**config.mk**
```make
export PLATFORM = sky130hd
export DESIGN_NAME = sfcd_frame_decode
export DESIGN_NICKNAME = d
export VERILOG_FILES = /design/src/rtl/sfcd_pkg.sv /design/src/rtl/sfcd_frame.sv
export SDC_FILE = /design/constraint.sdc
export NUM_CORES = 1
export LEC_CHECK = 0
export BUFFER_PORTS_ARGS = -buffer_cell sky130_fd_sc_hd__buf_2
export CORE_MARGIN = 1
export CORE_UTILIZATION = 50
export DETAILED_ROUTE_END_ITERATION = 10
export HOLD_SLACK_MARGIN = 0.03
export PLACE_DENSITY = 0.62
export SLEW_MARGIN = 20
export SYNTH_ARGS = -nofsm -noshare
export SYNTH_HDL_FRONTEND = slang
export SYNTH_SLANG_ARGS = --single-unit
export TNS_END_PERCENT = 20
```
**constraint.sdc**
```tcl
create_clock -name clk -period 5.3 [get_ports clk]
set_clock_uncertainty 0.1 [all_clocks]
set_input_delay 0.795 -clock clk [delete_from_list [all_inputs] [get_ports clk]]
set_output_delay 0.795 -clock clk [all_outputs]
set_load 0.02 [all_outputs]
```
**src/rtl/sfcd_pkg.sv**
```systemverilog
// constants, types and decode functions of the serial frame decoder
// Function
// - Block code 10110 selects socket 5 transmit buffer, 10111 its receive buffer.
// - Codes 11001, 11010, 11011 select socket 6 registers, transmit, receive.
// - Codes 11101, 11110, 11111 select socket 7 registers, transmit, receive.
// - Control bit 2 is direction: 0 means read, 1 means write.
// - Falling frame select starts the address phase in variable mode.
// - Mode 00 is variable length: one or more data bytes, no limit.
// - Rising frame select ends the data phase in variable mode.
// - Nonzero mode is fixed length; select stays low, length from mode.
// - Mode 01 gives a data phase of exactly one byte.
// - Mode 10 gives a data phase of exactly two bytes.
// - Mode 11 gives a data phase of exactly four bytes.
// - Data bytes shift most significant bit first on both lines.
// - Frame is 16-bit address, 8-bit control byte, then data phase.
// - Address increments by one after each data byte.
// - Block field is control bits 7..3; 00000 common, sockets in fours.
// - Modes 0 and 3 only: sample on rising, change on falling clock.
package sfcd_pkg;
  localparam int ADDR_W = 16;
  localparam int BYTE_W = 8;
  localparam int BSF_W = 5;
  localparam int CNT_W = 5;
  localparam int SOCK_W = 3;
  localparam int KIND_W = 2;
  localparam int MODE_W = 2;
  localparam int LEN_W = 3;
  localparam int FIFO_DEPTH = 32;
  localparam int BSF_MSB = 7;
  localparam int BSF_LSB = 3;
  localparam int DIR_BIT = 2;
  localparam int MODE_MSB = 1;
  localparam int MODE_LSB = 0;
  localparam logic [CNT_W-1:0] CNT_ZERO = 5'h00;
  localparam logic [CNT_W-1:0] ADDR_LAST = 5'h0F;
  localparam logic [CNT_W-1:0] BYTE_LAST = 5'h07;
  localparam logic DIR_READ = 1'h0;
  localparam logic DIR_WRITE = 1'h1;
  localparam logic [MODE_W-1:0] MODE_VAR = 2'h0;
  localparam logic [MODE_W-1:0] MODE_ONE = 2'h1;
  localparam logic [MODE_W-1:0] MODE_TWO = 2'h2;
  localparam logic [MODE_W-1:0] MODE_FOUR = 2'h3;
  localparam logic [LEN_W-1:0] LEN_ONE = 3'h1;
  localparam logic [LEN_W-1:0] LEN_TWO = 3'h2;
  localparam logic [LEN_W-1:0] LEN_FOUR = 3'h4;
  localparam logic [BSF_W-1:0] BSF_COMMON = 5'h00;
  localparam logic [BSF_W-1:0] BSF_S5_TX = 5'h16;
  localparam logic [BSF_W-1:0] BSF_S5_RX = 5'h17;
  localparam logic [BSF_W-1:0] BSF_S6_REG = 5'h19;
  localparam logic [BSF_W-1:0] BSF_S6_TX = 5'h1A;
  localparam logic [BSF_W-1:0] BSF_S6_RX = 5'h1B;
  localparam logic [BSF_W-1:0] BSF_S7_REG = 5'h1D;
  localparam logic [BSF_W-1:0] BSF_S7_TX = 5'h1E;
  localparam logic [BSF_W-1:0] BSF_S7_RX = 5'h1F;
  localparam logic [SOCK_W-1:0] SOCK_5 = 3'h5;
  localparam logic [SOCK_W-1:0] SOCK_6 = 3'h6;
  localparam logic [SOCK_W-1:0] SOCK_7 = 3'h7;
  localparam logic [KIND_W-1:0] KIND_COMMON = 2'h0;
  localparam logic [KIND_W-1:0] KIND_SREG = 2'h1;
  localparam logic [KIND_W-1:0] KIND_TX = 2'h2;
  localparam logic [KIND_W-1:0] KIND_RX = 2'h3;

  typedef enum logic [1:0] {
    ST_IDLE = 2'b00,
    ST_ADDR = 2'b01,
    ST_CTRL = 2'b10,
    ST_DATA = 2'b11
  } sfcd_state_t;

  // socket codes come in groups of four: reserved, register, tx, rx
  // socket block decode
  function automatic logic [KIND_W-1:0] blockKindOf(
      input logic [BSF_W-1:0] bsf);
    blockKindOf = (bsf == BSF_COMMON) ? KIND_COMMON : bsf[KIND_W-1:0];
  endfunction

  function automatic logic isReserved(input logic [BSF_W-1:0] bsf);
    isReserved = (bsf != BSF_COMMON) && (bsf[KIND_W-1:0] == KIND_COMMON);
  endfunction

  function automatic logic [LEN_W-1:0] fixedLen(
      input logic [MODE_W-1:0] mode);
    case (mode)
      MODE_ONE: fixedLen = LEN_ONE;
      MODE_TWO: fixedLen = LEN_TWO;
      default: fixedLen = LEN_FOUR;
    endcase
  endfunction
endpackage

```
**src/rtl/sfcd_frame.sv**
```systemverilog
// serial frame decoder with its write-data fifo
//
// Our own choices: the address map and the address-and-strobe port.

// ****************************************
// fifo with registered output stage
// ****************************************
module sfcd_fifo #(
  parameter int WIDTH = 29,
  parameter int DEPTH = 32
) (
  input wire logic clk, // system clock
  input wire logic sys_rst, // async reset
  input wire logic ce, // clock enable
  input wire logic inValid, // push request
  input wire logic [WIDTH-1:0] inData, // push data
  output logic inReady, // room left
  output logic outValid, // head valid
  output logic [WIDTH-1:0] outData, // head data
  input wire logic outReady // consumer takes head
);
  localparam int PW = $clog2(DEPTH);
  logic [WIDTH-1:0] mem_r [DEPTH];
  logic [PW-1:0] wrPtr_r;
  logic [PW-1:0] rdPtr_r;
  logic [PW:0] cnt_r;
  logic [PW:0] cnt_nxt;
  logic outValid_r;
  logic [WIDTH-1:0] outData_r;
  wire push = ce && inValid && inReady;
  wire pop = ce && (cnt_r != '0) && (!outValid_r || outReady);
  assign inReady = cnt_r != (PW+1)'(DEPTH);
  assign cnt_nxt = cnt_r + (PW+1)'(push) - (PW+1)'(pop);
  assign outValid = outValid_r;
  assign outData = outData_r;

  always_ff @(posedge clk) begin
    if (push) begin
      mem_r[wrPtr_r] <= inData;
    end
  end

  always_ff @(posedge clk or posedge sys_rst) begin
    if (sys_rst) begin
      wrPtr_r <= '0;
      rdPtr_r <= '0;
      cnt_r <= '0;
    end else begin
      wrPtr_r <= wrPtr_r + PW'(push);
      rdPtr_r <= rdPtr_r + PW'(pop);
      cnt_r <= cnt_nxt;
    end
  end

  always_ff @(posedge clk or posedge sys_rst) begin
    if (sys_rst) begin
      outValid_r <= 1'b0;
      outData_r <= '0;
    end else if (pop) begin
      outValid_r <= 1'b1;
      outData_r <= mem_r[rdPtr_r];
    end else if (ce && outReady) begin
      outValid_r <= 1'b0;
    end
  end
endmodule

// ****************************************
// frame decoder top
// ****************************************
module sfcd_frame_decode
  import sfcd_pkg::*;
#(
  parameter int DEPTH = FIFO_DEPTH
) (
  input wire logic clk, // system clock
  input wire logic sys_rst, // async reset
  input wire logic ce, // clock enable
  input wire logic sclk, // serial clock pin
  input wire logic mosi, // host to device data pin
  input wire logic frameSelN, // frame select pin, active low
  output logic misoOut, // device to host data
  output logic misoOeN, // miso enable, low drives
  output logic rdReq, // pulse: read byte wanted
  output logic [ADDR_W-1:0] rdAddr, // read offset
  output logic [BSF_W-1:0] rdBlock, // read block code
  input wire logic [BYTE_W-1:0] rdData, // read byte
  input wire logic rdValid, // read byte strobe
  output logic wrValid, // write entry valid
  input wire logic wrReady, // write entry taken
  output logic [ADDR_W-1:0] wrAddr, // write offset
  output logic [BSF_W-1:0] wrBlock, // write block code
  output logic [BYTE_W-1:0] wrByte, // write byte
  output logic [KIND_W-1:0] blockKind, // decoded block kind
  output logic [SOCK_W-1:0] blockSocket, // decoded socket
  output logic reservedSel, // reserved block code seen
  output logic overflow, // write lost, fifo full
  output logic frameActive // frame in progress
);
  localparam int FW = ADDR_W + BSF_W + BYTE_W;
  sfcd_state_t state_r, state_nxt;
  logic sclkS1_r, sclkS2_r, sclkS3_r;
  logic mosiS1_r, mosiS2_r;
  logic fsS1_r, fsS2_r, fsS3_r;
  logic [CNT_W-1:0] bitCnt_r, bitCnt_nxt;
  logic [ADDR_W-1:0] rxSh_r, curAddr_r;
  logic [BSF_W-1:0] bsf_r;
  logic dirWrite_r, reservedSel_r, overflow_r, rdReq_r;
  logic [MODE_W-1:0] mode_r;
  logic [KIND_W-1:0] kind_r;
  logic [SOCK_W-1:0] socket_r;
  logic [LEN_W-1:0] byteCnt_r;
  logic [BYTE_W-1:0] txSh_r;
  logic misoOut_r, misoOeN_r, frameActive_r;
  logic fifoInReady;
  logic [FW-1:0] fifoOut;

  // ****************************************
  // pin synchronisers and edge finding
  // ****************************************
  always_ff @(posedge clk or posedge sys_rst) begin
    if (sys_rst) begin
      {sclkS1_r, sclkS2_r, sclkS3_r} <= 3'h0;
      {mosiS1_r, mosiS2_r} <= 2'h0;
      {fsS1_r, fsS2_r, fsS3_r} <= 3'h7;
    end else if (ce) begin
      {sclkS1_r, sclkS2_r, sclkS3_r} <= {sclk, sclkS1_r, sclkS2_r};
      {mosiS1_r, mosiS2_r} <= {mosi, mosiS1_r};
      {fsS1_r, fsS2_r, fsS3_r} <= {frameSelN, fsS1_r, fsS2_r};
    end
  end

  wire sclkRise = ce && sclkS2_r && !sclkS3_r;
  wire sclkFall = ce && !sclkS2_r && sclkS3_r;
  wire fsFall = ce && !fsS2_r && fsS3_r;
  wire fsRise = ce && fsS2_r && !fsS3_r;
  wire phaseEdge = sclkRise && !fsFall && !fsRise;
  // 16 address bits, 8 control bits
  wire addrDone = phaseEdge && state_r == ST_ADDR && bitCnt_r == ADDR_LAST;
  wire ctrlDone = phaseEdge && state_r == ST_CTRL && bitCnt_r == BYTE_LAST;
  wire byteDone = phaseEdge && state_r == ST_DATA && bitCnt_r == BYTE_LAST;
  wire phaseEnd = addrDone || ctrlDone || byteDone;
  // msb first: shift in at the bottom
  wire [ADDR_W-1:0] rxWord = {rxSh_r[ADDR_W-2:0], mosiS2_r};
  wire [BYTE_W-1:0] rxByte = rxWord[BYTE_W-1:0];
  wire [BSF_W-1:0] ctrlBsf = rxByte[BSF_MSB:BSF_LSB];
  wire ctrlDir = rxByte[DIR_BIT];
  wire [MODE_W-1:0] ctrlMode = rxByte[MODE_MSB:MODE_LSB];
  // fixed length from mode field only
  wire fixedEnd = byteDone && mode_r != MODE_VAR
    && (byteCnt_r + LEN_W'(1)) == fixedLen(mode_r);
  wire readDrive = state_r == ST_DATA && dirWrite_r == DIR_READ;
  wire pushEn = byteDone && dirWrite_r == DIR_WRITE;

  // ****************************************
  // frame sequencer
  // ****************************************
  always_comb begin
    state_nxt = state_r;
    if (fsRise) begin
      state_nxt = ST_IDLE;
    end else if (fsFall) begin
      state_nxt = ST_ADDR;
    end else begin
      case (state_r)
        ST_IDLE: if (ce && !fsS2_r) state_nxt = ST_ADDR;
        ST_ADDR: if (addrDone) state_nxt = ST_CTRL;
        ST_CTRL: if (ctrlDone) state_nxt = ST_DATA;
        // variable mode stays until select rises
        ST_DATA: if (fixedEnd) state_nxt = ST_ADDR;
        default: state_nxt = ST_IDLE;
      endcase
    end
  end

  assign bitCnt_nxt = (fsFall || fsRise || phaseEnd || state_r == ST_IDLE)
    ? CNT_ZERO : bitCnt_r + CNT_W'(phaseEdge);

  always_ff @(posedge clk or posedge sys_rst) begin
    if (sys_rst) begin
      state_r <= ST_IDLE;
      bitCnt_r <= CNT_ZERO;
      rxSh_r <= '0;
    end else if (ce) begin
      state_r <= state_nxt;
      bitCnt_r <= bitCnt_nxt;
      if (phaseEdge) rxSh_r <= rxWord;
    end
  end

  always_ff @(posedge clk or posedge sys_rst) begin
    if (sys_rst) begin
      curAddr_r <= '0;
      byteCnt_r <= '0;
    end else if (addrDone) begin
      curAddr_r <= rxWord;
    end else if (ctrlDone) begin
      byteCnt_r <= '0;
    end else if (byteDone) begin
      curAddr_r <= curAddr_r + ADDR_W'(1);
      byteCnt_r <= byteCnt_r + LEN_W'(1);
    end
  end

  // ****************************************
  // control byte decode
  // ****************************************
  // block field, kind and socket
  always_ff @(posedge clk or posedge sys_rst) begin
    if (sys_rst) begin
      bsf_r <= BSF_COMMON;
      dirWrite_r <= DIR_READ;
      mode_r <= MODE_VAR;
      kind_r <= KIND_COMMON;
      socket_r <= '0;
      reservedSel_r <= 1'b0;
    end else if (ctrlDone) begin
      bsf_r <= ctrlBsf;
      dirWrite_r <= ctrlDir;
      mode_r <= ctrlMode;
      kind_r <= blockKindOf(ctrlBsf);
      socket_r <= ctrlBsf[BSF_W-1:KIND_W];
      reservedSel_r <= isReserved(ctrlBsf);
    end
  end

  // ****************************************
  // read data path
  // ****************************************
  always_ff @(posedge clk or posedge sys_rst) begin
    if (sys_rst) begin
      rdReq_r <= 1'b0;
      txSh_r <= '0;
      misoOut_r <= 1'b0;
      misoOeN_r <= 1'b1;
      frameActive_r <= 1'b0;
    end else if (ce) begin
      // direction bit 0 fetches a byte
      rdReq_r <= (ctrlDone && ctrlDir == DIR_READ)
        || (byteDone && dirWrite_r == DIR_READ && !fixedEnd);
      if (rdValid) begin
        txSh_r <= rdData;
      end else if (sclkFall && readDrive) begin
        txSh_r <= {txSh_r[BYTE_W-2:0], 1'b0};
      end
      if (sclkFall && readDrive) misoOut_r <= txSh_r[BYTE_W-1];
      misoOeN_r <= !readDrive;
      frameActive_r <= state_r != ST_IDLE;
    end
  end

  // ****************************************
  // write data path
  // ****************************************
  always_ff @(posedge clk or posedge sys_rst) begin
    if (sys_rst) begin
      overflow_r <= 1'b0;
    end else if (pushEn && !fifoInReady) begin
      overflow_r <= 1'b1;
    end
  end

  sfcd_fifo #(.WIDTH(FW), .DEPTH(DEPTH)) u_fifo (
    .clk(clk),
    .sys_rst(sys_rst),
    .ce(ce),
    .inValid(pushEn),
    .inData({curAddr_r, bsf_r, rxByte}),
    .inReady(fifoInReady),
    .outValid(wrValid),
    .outData(fifoOut),
    .outReady(wrReady)
  );

  assign {wrAddr, wrBlock, wrByte} = fifoOut;
  assign misoOut = misoOut_r;
  assign misoOeN = misoOeN_r;
  assign rdReq = rdReq_r;
  assign rdAddr = curAddr_r;
  assign rdBlock = bsf_r;
  assign blockKind = kind_r;
  assign blockSocket = socket_r;
  assign reservedSel = reservedSel_r;
  assign overflow = overflow_r;
  assign frameActive = frameActive_r;
endmodule

```
After elaboration in Yosys (flattened, before gate mapping):

Memory sizes are Yosys's and may differ from the RTL's. A register that Yosys moved wholly into a read port is not among the register bits.
Index checks and enable logic that the tools add are counted.

* input bits: 16
* output and inout port bits: 62
* memories: 1
* memory bits (writable): 928
* register bits: 93

* reductions and logical operators: 65
* muxes and demuxes: 21
* equal/unequal tests: 14
* bitwise logic cells: 3
* add/subtract/negate cells: 7

Memories
* u_fifo.mem_r: depth 32, bits a word 29, read ports 1, clocked after Yosys merged registers in 1, wr ports 1, RTL line sfcd_frame.sv:23 `logic [WIDTH-1:0] mem_r [DEPTH];`

Operators with widths (number)
* $mux 16: 3
* $logic_and 1x1->1: 31
* $add 16x1->16 const B: 1
* $mux 8: 2
* $ne 4x4->1 const B: 4
* $add 5x1->5: 3
* $mux 2: 7
* $reduce_bool 2->1: 6
* $logic_not 1->1: 10
* $reduce_and 2->1: 5
* $pmux 2 s4: 1
* $logic_or 1x1->1: 7
* $add 6x1->6: 1
* $eq 2x2->1 const B: 3
* $mux 3: 2
* $ne 6x6->1 const B: 1
* $pmux 3 s2: 1
* $reduce_bool 6->1: 1
* $sub 6x1->6: 1
* $eq 5x3->1 const B: 1
* $eq 5x4->1 const B: 1
* $logic_not 5->1: 1
* $mux 5: 1
* $reduce_and 5->1: 1
* other kinds (8): 15

Longest topological paths before layout:

Gate-level depths: netlist (run 1).

* depth in word-level cells: 14
* mapped depth: 13
* mapped depth without buffers: 12

By module:

From an unflattened synthesis (run 1), not the netlist that was laid out.

* cells, all modules: 2226
* area, all modules: 41409.7 um^2

Modules (own cells, without submodules)
* sfcd_fifo: seq. area each 29017.8 um^2, instances 1, cells an instance 1857, area each 37662.4 um^2
* sfcd_frame_decode: seq. area each 1831.8 um^2, instances 1, cells an instance 369, area each 3747.3 um^2

Worst setup path before layout (run 1):

No wires, ideal clock.

* path kind: input port to flip-flop
* start: input ce
* end: memory u_fifo.mem_r[2][0] (enable)
* cell stages on the path: 6
* slack: 0.536 ns
* setup time: 0.451 ns
* arrival: 4.213 ns
* buffers on the path: 1
* cell sequence: buf_2 -> nand3b_2 -> or4_4 -> nor4_2 -> nand2_1 -> nor3_1

* word-level cells in the longest chain between the ends: 12

RTL lines
* from (decl): RTL line sfcd_frame.sv:78 `input wire logic ce,`
* $logic_and 1x1->1 (2 in series): RTL line sfcd_frame.sv:135 `wire fsFall = ce && !fsS2_r && fsS3_r;`
* $logic_not 1->1: RTL line sfcd_frame.sv:137 `wire phaseEdge = sclkRise && !fsFall && !fsRise;`
* $logic_and 1x1->1 (2 in series): RTL line sfcd_frame.sv:137
* $logic_and 1x1->1 (2 in series): RTL line sfcd_frame.sv:141 `wire byteDone = phaseEdge && state_r == ST_DATA && bitCnt_r == BYTE_LAST;`
* $logic_and 1x1->1: RTL line sfcd_frame.sv:153 `wire pushEn = byteDone && dirWrite_r == DIR_WRITE;`
* $logic_and 1x1->1 * (2 in series): RTL line sfcd_frame.sv:30 `wire push = ce && inValid && inReady;`
* $mux 1 *: RTL line sfcd_frame.sv:38 `if (push) begin`
* $mux 1 (not written as such) *: RTL line sfcd_frame.sv:39 `mem_r[wrPtr_r] <= inData;`
* to (decl): RTL line sfcd_frame.sv:23

Mark *: on every way between the ends. The rest lies on a longest branch, timed or not.

Worst setup path after layout (run 1):

* start: register fsS2_r
* end: memory u_fifo.mem_r[27][10] (enable)

* word-level cells in the longest chain between the ends: 13

RTL lines
* from (decl): RTL line sfcd_frame.sv:104 `logic fsS1_r, fsS2_r, fsS3_r;`
* from (signal assigned): RTL line sfcd_frame.sv:129 `{fsS1_r, fsS2_r, fsS3_r} <= {frameSelN, fsS1_r, fsS2_r};`
* $logic_not 1->1: RTL line sfcd_frame.sv:135
* $logic_and 1x1->1 (2 in series): RTL line sfcd_frame.sv:135
* $logic_not 1->1: RTL line sfcd_frame.sv:137
* $logic_and 1x1->1: RTL line sfcd_frame.sv:137
* $logic_and 1x1->1 *: RTL line sfcd_frame.sv:137
* $logic_and 1x1->1 * (2 in series): RTL line sfcd_frame.sv:141
* $logic_and 1x1->1 *: RTL line sfcd_frame.sv:153
* $logic_and 1x1->1 * (2 in series): RTL line sfcd_frame.sv:30
* $mux 1 *: RTL line sfcd_frame.sv:38
* $mux 1 (not written as such) *: RTL line sfcd_frame.sv:39

Marks and branches as above.

==> results of run 1 <==
[power by group]
| part | switching (mW) | internal (mW) | leakage (nW) | total [mW] |
|---|---|---|---|---|
| logic | 2.42 | 1.77 | 3.73 | 4.20 |
| clock network | 3.09 | 4.29 | 1.68 | 7.37 |
| registers | 0.664 | 9.33 | 9.77 | 9.99 |
| total | 6.17 | 15.4 | 15.2 | 21.6 |
[layer usage]
metal  GRT usage, %  vias up  wire length [um]
met5              0        -                 0
met4           7.63        0              2670
met3           4.24      118              7190
met2           40.7      751             50800
met1           36.3    11000             43500
li1               -     8493                 -
[layout by cell type (no fill, tap or decap), types with 22 or more instances in the layout]
master       n
a211oi_1    29
nor2b_1     30
buf_4       68
ha_1        25
mux2i_1     36
clkinv_1    22
nand2_1     44
nor2_4      24
clkinv_2    25
mux2_2     120
o21ai_0     23
mux4_2     232
dfrtp_1     99
nor2_1      26
a311oi_1    30
clkbuf_16  109
o22ai_1     30
inv_1       24
edfxtp_1   928
buf_2       77
[worst min-delay path by stage]
stage	start	end
2_1_floorplan	byteCnt_r[1]$_DFFE_PP0P_	byteCnt_r[1]$_DFFE_PP0P_
3_3_place_gp	byteCnt_r[1]$_DFFE_PP0P_	byteCnt_r[1]$_DFFE_PP0P_
3_5_place_dp	u_fifo.outData[6]$_DFFE_PP0P_	u_fifo.outData[6]$_DFFE_PP0P_
4_1_cts	sys_rst	u_fifo.rdPtr_r[3]$_DFF_PP0_
5_1_grt	sys_rst	u_fifo.rdPtr_r[3]$_DFF_PP0_
6_report	sys_rst	u_fifo.rdPtr_r[3]$_DFF_PP0_
[logic make-up (layout without fill, tap and decap cells)]
kind of cell    count (synthesis)  in the layout  synth area share, %
flops                        1047           1047                 74.9
mux                           388            388                 16.8
simple gates                  203            203                 2.66
fa+ha+maj                      26             26                0.808
buf+inv                       134            376                 1.59
other cells                     0              2                    0
compound gates                159            159                 2.69
xor+xnor                       21             21                0.498
[state kept, by name (all words and copies together), names as in the netlist, 6 cells and up]
signal          flops
u_fifo.cnt_r        6
u_fifo.outData     29
u_fifo.mem_r      928
rxSh_r             15
txSh_r              8
rdAddr             16
[area by class of cell]
type                    count  share of cell area, %
diodes                      2                 0.0107
clock buffers             128                   6.06
clock inverters            66                   1.26
inverters                  25                  0.211
multi-input cells         797                   21.2
flip-flops and latches   1047                   66.0
well taps                1060                   2.83
repair buffers            157                   2.46
[critical path: stages (launching register included)]
cell     delay, ps
dfstp_2        580
xor2_2         190
or4_4          640
nor4_2         630
nand3_1        480
nor2_4         690
buf_4          290
==> results.md, run 1 <==
- Outcome: completed
- Input/output buffers: 77
- Final wirelength: 104 mm
- WHS: 114 ps
- Post-synth EDFFs: 928
- Top-level I/O count: 78
- Max_cap viols: 0
- Die area: 0.0835 sq mm
- Worst-path maximum fanout: 18
- FF-to-FF Start: fsS2_r$_DFFE_PP1P_
- Crit Path Category: flip-flop to flip-flop
- Num CTS Buffers: 105
- FFs w/ async S/R, synth: 11.4%
- Yosys reg bits: 1047
- Drt wl/cell: 31.7 um
- Gr usage total: 25.4%
- Antenna viol nets, final: 0
- Leading post-synthesis cells by instance count: edfxtp_1, mux4_2, mux2_2, dfrtp_1
- TritonRoute pass-1 iters: 7
- Synth top area share: 67.7%
- DP Worst Slack: 1020 ps
- Clk_lat worst skew: 660 ps
- Final hold violation count: 0
- Distinct cells, synth: 65
- Reg2Reg Capture Point: u_fifo.mem_r[27][10]$_DFFE_PP_
- DRT iter0 DRCs: 2084
- Post-Syn Area: 0.0412 sq mm
- Max_slew headroom: 20.2%
- Worst Tran Pin Value: 1190 ps
- Nets: 2175
- Die width: 289 um
- Post-Route Utilization: 57.7%
- RSZ-0062 raised after global routing: false
- Setup slack, reg-to-reg: 1380 ps
- Largest net degree at the start of global routing: 53
- Global placer's final weighted congestion: 0.809
- Hold_buf cts: 0
- Static Leakage: 15.2 nW
- R2r worst-path depth: 6
- CP endpoint: u_fifo.mem_r[27][10]$_DFFE_PP_
- Clock Path Buffers: 3
- Fraction of layout cells with a size suffix above 1: 33.0%
- Area of placed instances: 0.0433 sq mm
- CORE AREA: 0.0811 sq mm
- Power Density: 461 mW/mm^2
- Setup WS post-layout: 1380 ps
- Slew Limit Fails: 0
- Initial core utilization: 50.8%
- Area of the multi-input gates: 0.00993 sq mm
- Worst setup EP type: flip-flop
- Top-count cell post-synth: edfxtp_1
- CP arrival: 4180 ps
- Top FF cell, synth: edfxtp_1
- Final number of setup-violating endpoints: 0
- H-tree depth: 3
- Routed vias: 20400
- # resized after CTS: 0
- Vias per cell: 6.21
- Seq. cell area: 0.0309 sq mm
- Post-route design area: 0.0468 sq mm
- Final HPWL DP: 63.7 mm
- TNS Setup: 0 ps
- Residual DRC: 0
- Syn Inst Count: 1978
- Area growth, synth to finish: 13.7%
- Final clock period utilization by the worst path: 74.0%
- First-pass GRT wire length: 149 mm
- WP data required: 5560 ps
- Fillers: 5912
- Average cell area after synthesis: 20.8 sq um
- Vias in the first global route: 20700
- CTS tree: done
- Period minus WS final: 3920 ps
- Overall power: 21.6 mW
- Critical Path Source: fsS2_r$_DFFE_PP1P_
- Post-CTS setup repair buffer count: 0
- HP Class: input port to async pin
- Yosys warning total: 0
- Post-route insts no fill: 3282
- Clk sink count: 1047
- Initial antenna violation count: 2
- Rows: 104
- Dpl cells: 3082
- Max frequency: 255 MHz
- Sequential cell area fraction in the yosys report: 74.9%
- Synth Net Count: 2020
- CTS clk-pin slew, worst paths: 60 ps
- Remaining global-route overflow: 0
- Top post-synthesis cells by area: edfxtp_1, mux4_2, dfrtp_1, mux2_2, mux2i_1
- Startpoint class of the critical path: flip-flop
- Die Height: 289 um
- Root buf cell: clkbuf_16
- Worst VDD drop: 388 uV
- Area leader, netlist: edfxtp_1
(Power assumes the default switching activity.)
==> run 2, diff against run 1 <==
--- a/config.mk
+++ b/config.mk
@@ -10,7 +10,7 @@
 export CORE_UTILIZATION = 50
 export DETAILED_ROUTE_END_ITERATION = 10
 export HOLD_SLACK_MARGIN = 0.03
-export PLACE_DENSITY = 0.62
+export PLACE_DENSITY = 0.64
 export SLEW_MARGIN = 20
 export SYNTH_ARGS = -nofsm -noshare
 export SYNTH_HDL_FRONTEND = slang
==> constraint.sdc (replaced) <==
create_clock -name clk -period 3.5 [get_ports clk]
set_clock_uncertainty 0.1 [all_clocks]
set_input_delay 0.525 -clock clk [delete_from_list [all_inputs] [get_ports clk]]
set_output_delay 0.525 -clock clk [all_outputs]
set_load 0.02 [all_outputs]
==> run 2 against run 1 <==
Against the previous run:
- register-to-register slack got worse by 1100 ps
- cell count is 2.6% higher
- combinational power grew 72%
- total power increased by 53%
- count of clock-buffer cells in the layout increased by 22
- first-iteration DRC count decreased by 6.2%
- global-route usage is 1.3 points lower
- worst hold slack lost 44 ps
- routed wire length shrank 5.7%
- critical path type unchanged
- largest cell class unchanged
==> results.md, run 2 (synthesized netlist as in run 1, its figures left out) <==
- Most frequent cells in the layout: edfxtp_1, mux4_2, buf_4
- Final hold violation count: 0 (unchanged)
- Largest reg by FF count: u_fifo.mem_r
- Die width: 289 um (unchanged)
- R2r worst-path depth: 8 (+2)
- Hold path depth: 3
- Post-route design area: 0.0477 sq mm (+1.9%)
- Antenna diode count: 0 (-2)
- Final clock period utilization by the worst path: 91.8% (+18 points)
- Max frequency: 311 MHz (+22%)
- CP arrival: 3420 ps (-760 ps)
- DP Worst Slack: 286 ps (-731 ps)
- Clk_lat worst skew: 670 ps (about the same)
- Max_slew headroom: 41.7% (+21 points)
- Rows: 104 (unchanged)
- Period minus WS final: 3210 ps (-708 ps)
- Startpoint class of the critical path: flip-flop
- Final number of setup-violating endpoints: 0 (unchanged)
- H-tree depth: 3 (unchanged)
- Area growth, synth to finish: 15.9%
- Fraction of layout cells with a size suffix above 1: 34.6% (+1.6 points)
- Global placer's final weighted congestion: 0.820 (+1.3%)
- DRT iter0 DRCs: 1954 (-6.2%)
- Outcome: completed
- Input/output buffers: 77 (unchanged)
- Root buf cell: clkbuf_16
- Final HPWL DP: 61.7 mm (-3.2%)
- Drt wl/cell: 29.2 um (-8.1%)
- HP Class: input port to flip-flop
- Worst-path maximum fanout: 19 (+1)
- Static Leakage: 15.6 nW (+2.9%)
- Area of placed instances: 0.0442 sq mm (+2.2%)
- Hold_sp: rdData[6]
- WP data required: 3710 ps (-1850 ps)
- Top-level I/O count: 78 (unchanged)
- WHS Endpoint: txSh_r[6]$_DFFE_PP0P_
- Power Density: 691 mW/mm^2 (+50%)
- Crit Path Category: flip-flop to flip-flop
- Final wirelength: 98.1 mm (-5.7%)
- Die Height: 289 um (unchanged)
- CTS tree: done
- Residual DRC: 0 (unchanged)
- Initial core utilization: 50.8% (unchanged)
- Routed vias: 20500 (+0.26%)
- TritonRoute pass-1 iters: 5 (-2)
- RSZ-0062 raised after global routing: false
- Worst setup EP type: flip-flop
- Remaining global-route overflow: 0 (unchanged)
- Antenna viol nets, final: 0 (unchanged)
- Die area: 0.0835 sq mm (unchanged)
- Worst VDD drop: 471 uV (+21%)
- Number of flip-flops in the largest register: 928 (unchanged)
- Max_cap viols: 0 (unchanged)
- CORE AREA: 0.0811 sq mm (unchanged)
- Initial antenna violation count: 2 (unchanged)
- FF-to-FF Start: state_r[0]$_DFFE_PP0P_
- Reg2Reg Capture Point: u_fifo.mem_r[3][4]$_DFFE_PP_
- Vias per cell: 6.08 (-2.2%)
- First-pass GRT wire length: 144 mm (-3.3%)
- Nets: 2257 (+3.8%)
- Slew Limit Fails: 0 (unchanged)
- Largest net degree at the start of global routing: 62 (+17%)
- Fillers: 5849 (-1.1%)
- Setup WS post-layout: 286 ps (-1090 ps)
- Commonest non-fill, non-tap cell in the layout: edfxtp_1
- Clock Path Buffers: 3 (unchanged)
- Clk sink count: 1047 (unchanged)
- Gr usage total: 24.2% (-1.3 points)
- Vias in the first global route: 21200 (+2.2%)
- CTS clk-pin slew, worst paths: 60 ps (about the same)
- Worst Tran Pin Value: 875 ps (-314 ps)
- Num CTS Buffers: 104 (-0.95%)
- Setup slack, reg-to-reg: 290 ps (-1090 ps)
[run 2: final cells by class]
class                      instances  area [sq um]  area share (%)
sequential                      1047         30900            64.7
multi-input combinational        797          9960            20.9
clock buffer                     150          2910            6.09
timing repair buffer             240          2030            4.26
tap                             1060          1330            2.78
clock inverter                    47           529            1.11
inverter                          25          97.6           0.205
[run 2: critical path, stage by stage (launching register included)]
cell and delay (ps):
dfrtp_1 420, ha_1 300, nand2b_1 110, or4_4 500
nor4_2 260, buf_4 210, nand3b_1 320, nor3_4 250
buf_4 380
[run 2: worst max-delay path by stage]
stage,cells past startpoint,endpoint,startpoint
after detailed placement,8,u_fifo.mem_r[19][15]$_DFFE_PP_,ce
after global placement,8,u_fifo.mem_r[19][12]$_DFFE_PP_,ce
after floorplan,6,u_fifo.mem_r[23][0]$_DFFE_PP_,ce
after global routing,8,u_fifo.mem_r[3][4]$_DFFE_PP_,state_r[0]$_DFFE_PP0P_
final,8,u_fifo.mem_r[3][4]$_DFFE_PP_,state_r[0]$_DFFE_PP0P_
after CTS,8,u_fifo.mem_r[19][7]$_DFFE_PP_,state_r[0]$_DFFE_PP0P_
[run 2: metrics by stage]
stage          total power [mW]  cells  TNS (ps)  util (%)  hold WS (ps)
6_report                   33.0   3366         0      58.9          69.9
5_1_grt                    34.1   3366         0      58.9          66.4
4_1_cts                    33.3   3366         0      58.9          38.2
3_5_place_dp               22.2   3164         0      54.6           363
3_3_place_gp               22.1   3164         0      54.6           364
2_1_floorplan              19.4   1978   -169680         -           354
[run 2: report_power, final]
part,switching (mW),total (mW),leakage (nW),internal (mW)
logic,4.19,7.24,4.18,3.05
clock network,4.68,11.1,1.67,6.47
registers,0.472,14.6,9.78,14.1
total,9.35,33.0,15.6,23.6
[run 2: layer usage]
| layer | vias up | global-route usage [%] | part of all wire, % |
|---|---|---|---|
| met5 | - | 0 | 0.010 |
| met4 | 2 | 6.58 | 2.3 |
| met3 | 116 | 3.71 | 5.5 |
| met2 | 653 | 40.4 | 51 |
| met1 | 11000 | 33.3 | 42 |
| li1 | 8654 | - | - |
[run 2: what timing repair did]
item,CTS,global route
hold buffers,5,0
gates resized for setup,0,0
buffers inserted,0,0
hold endpoints to repair,18,0
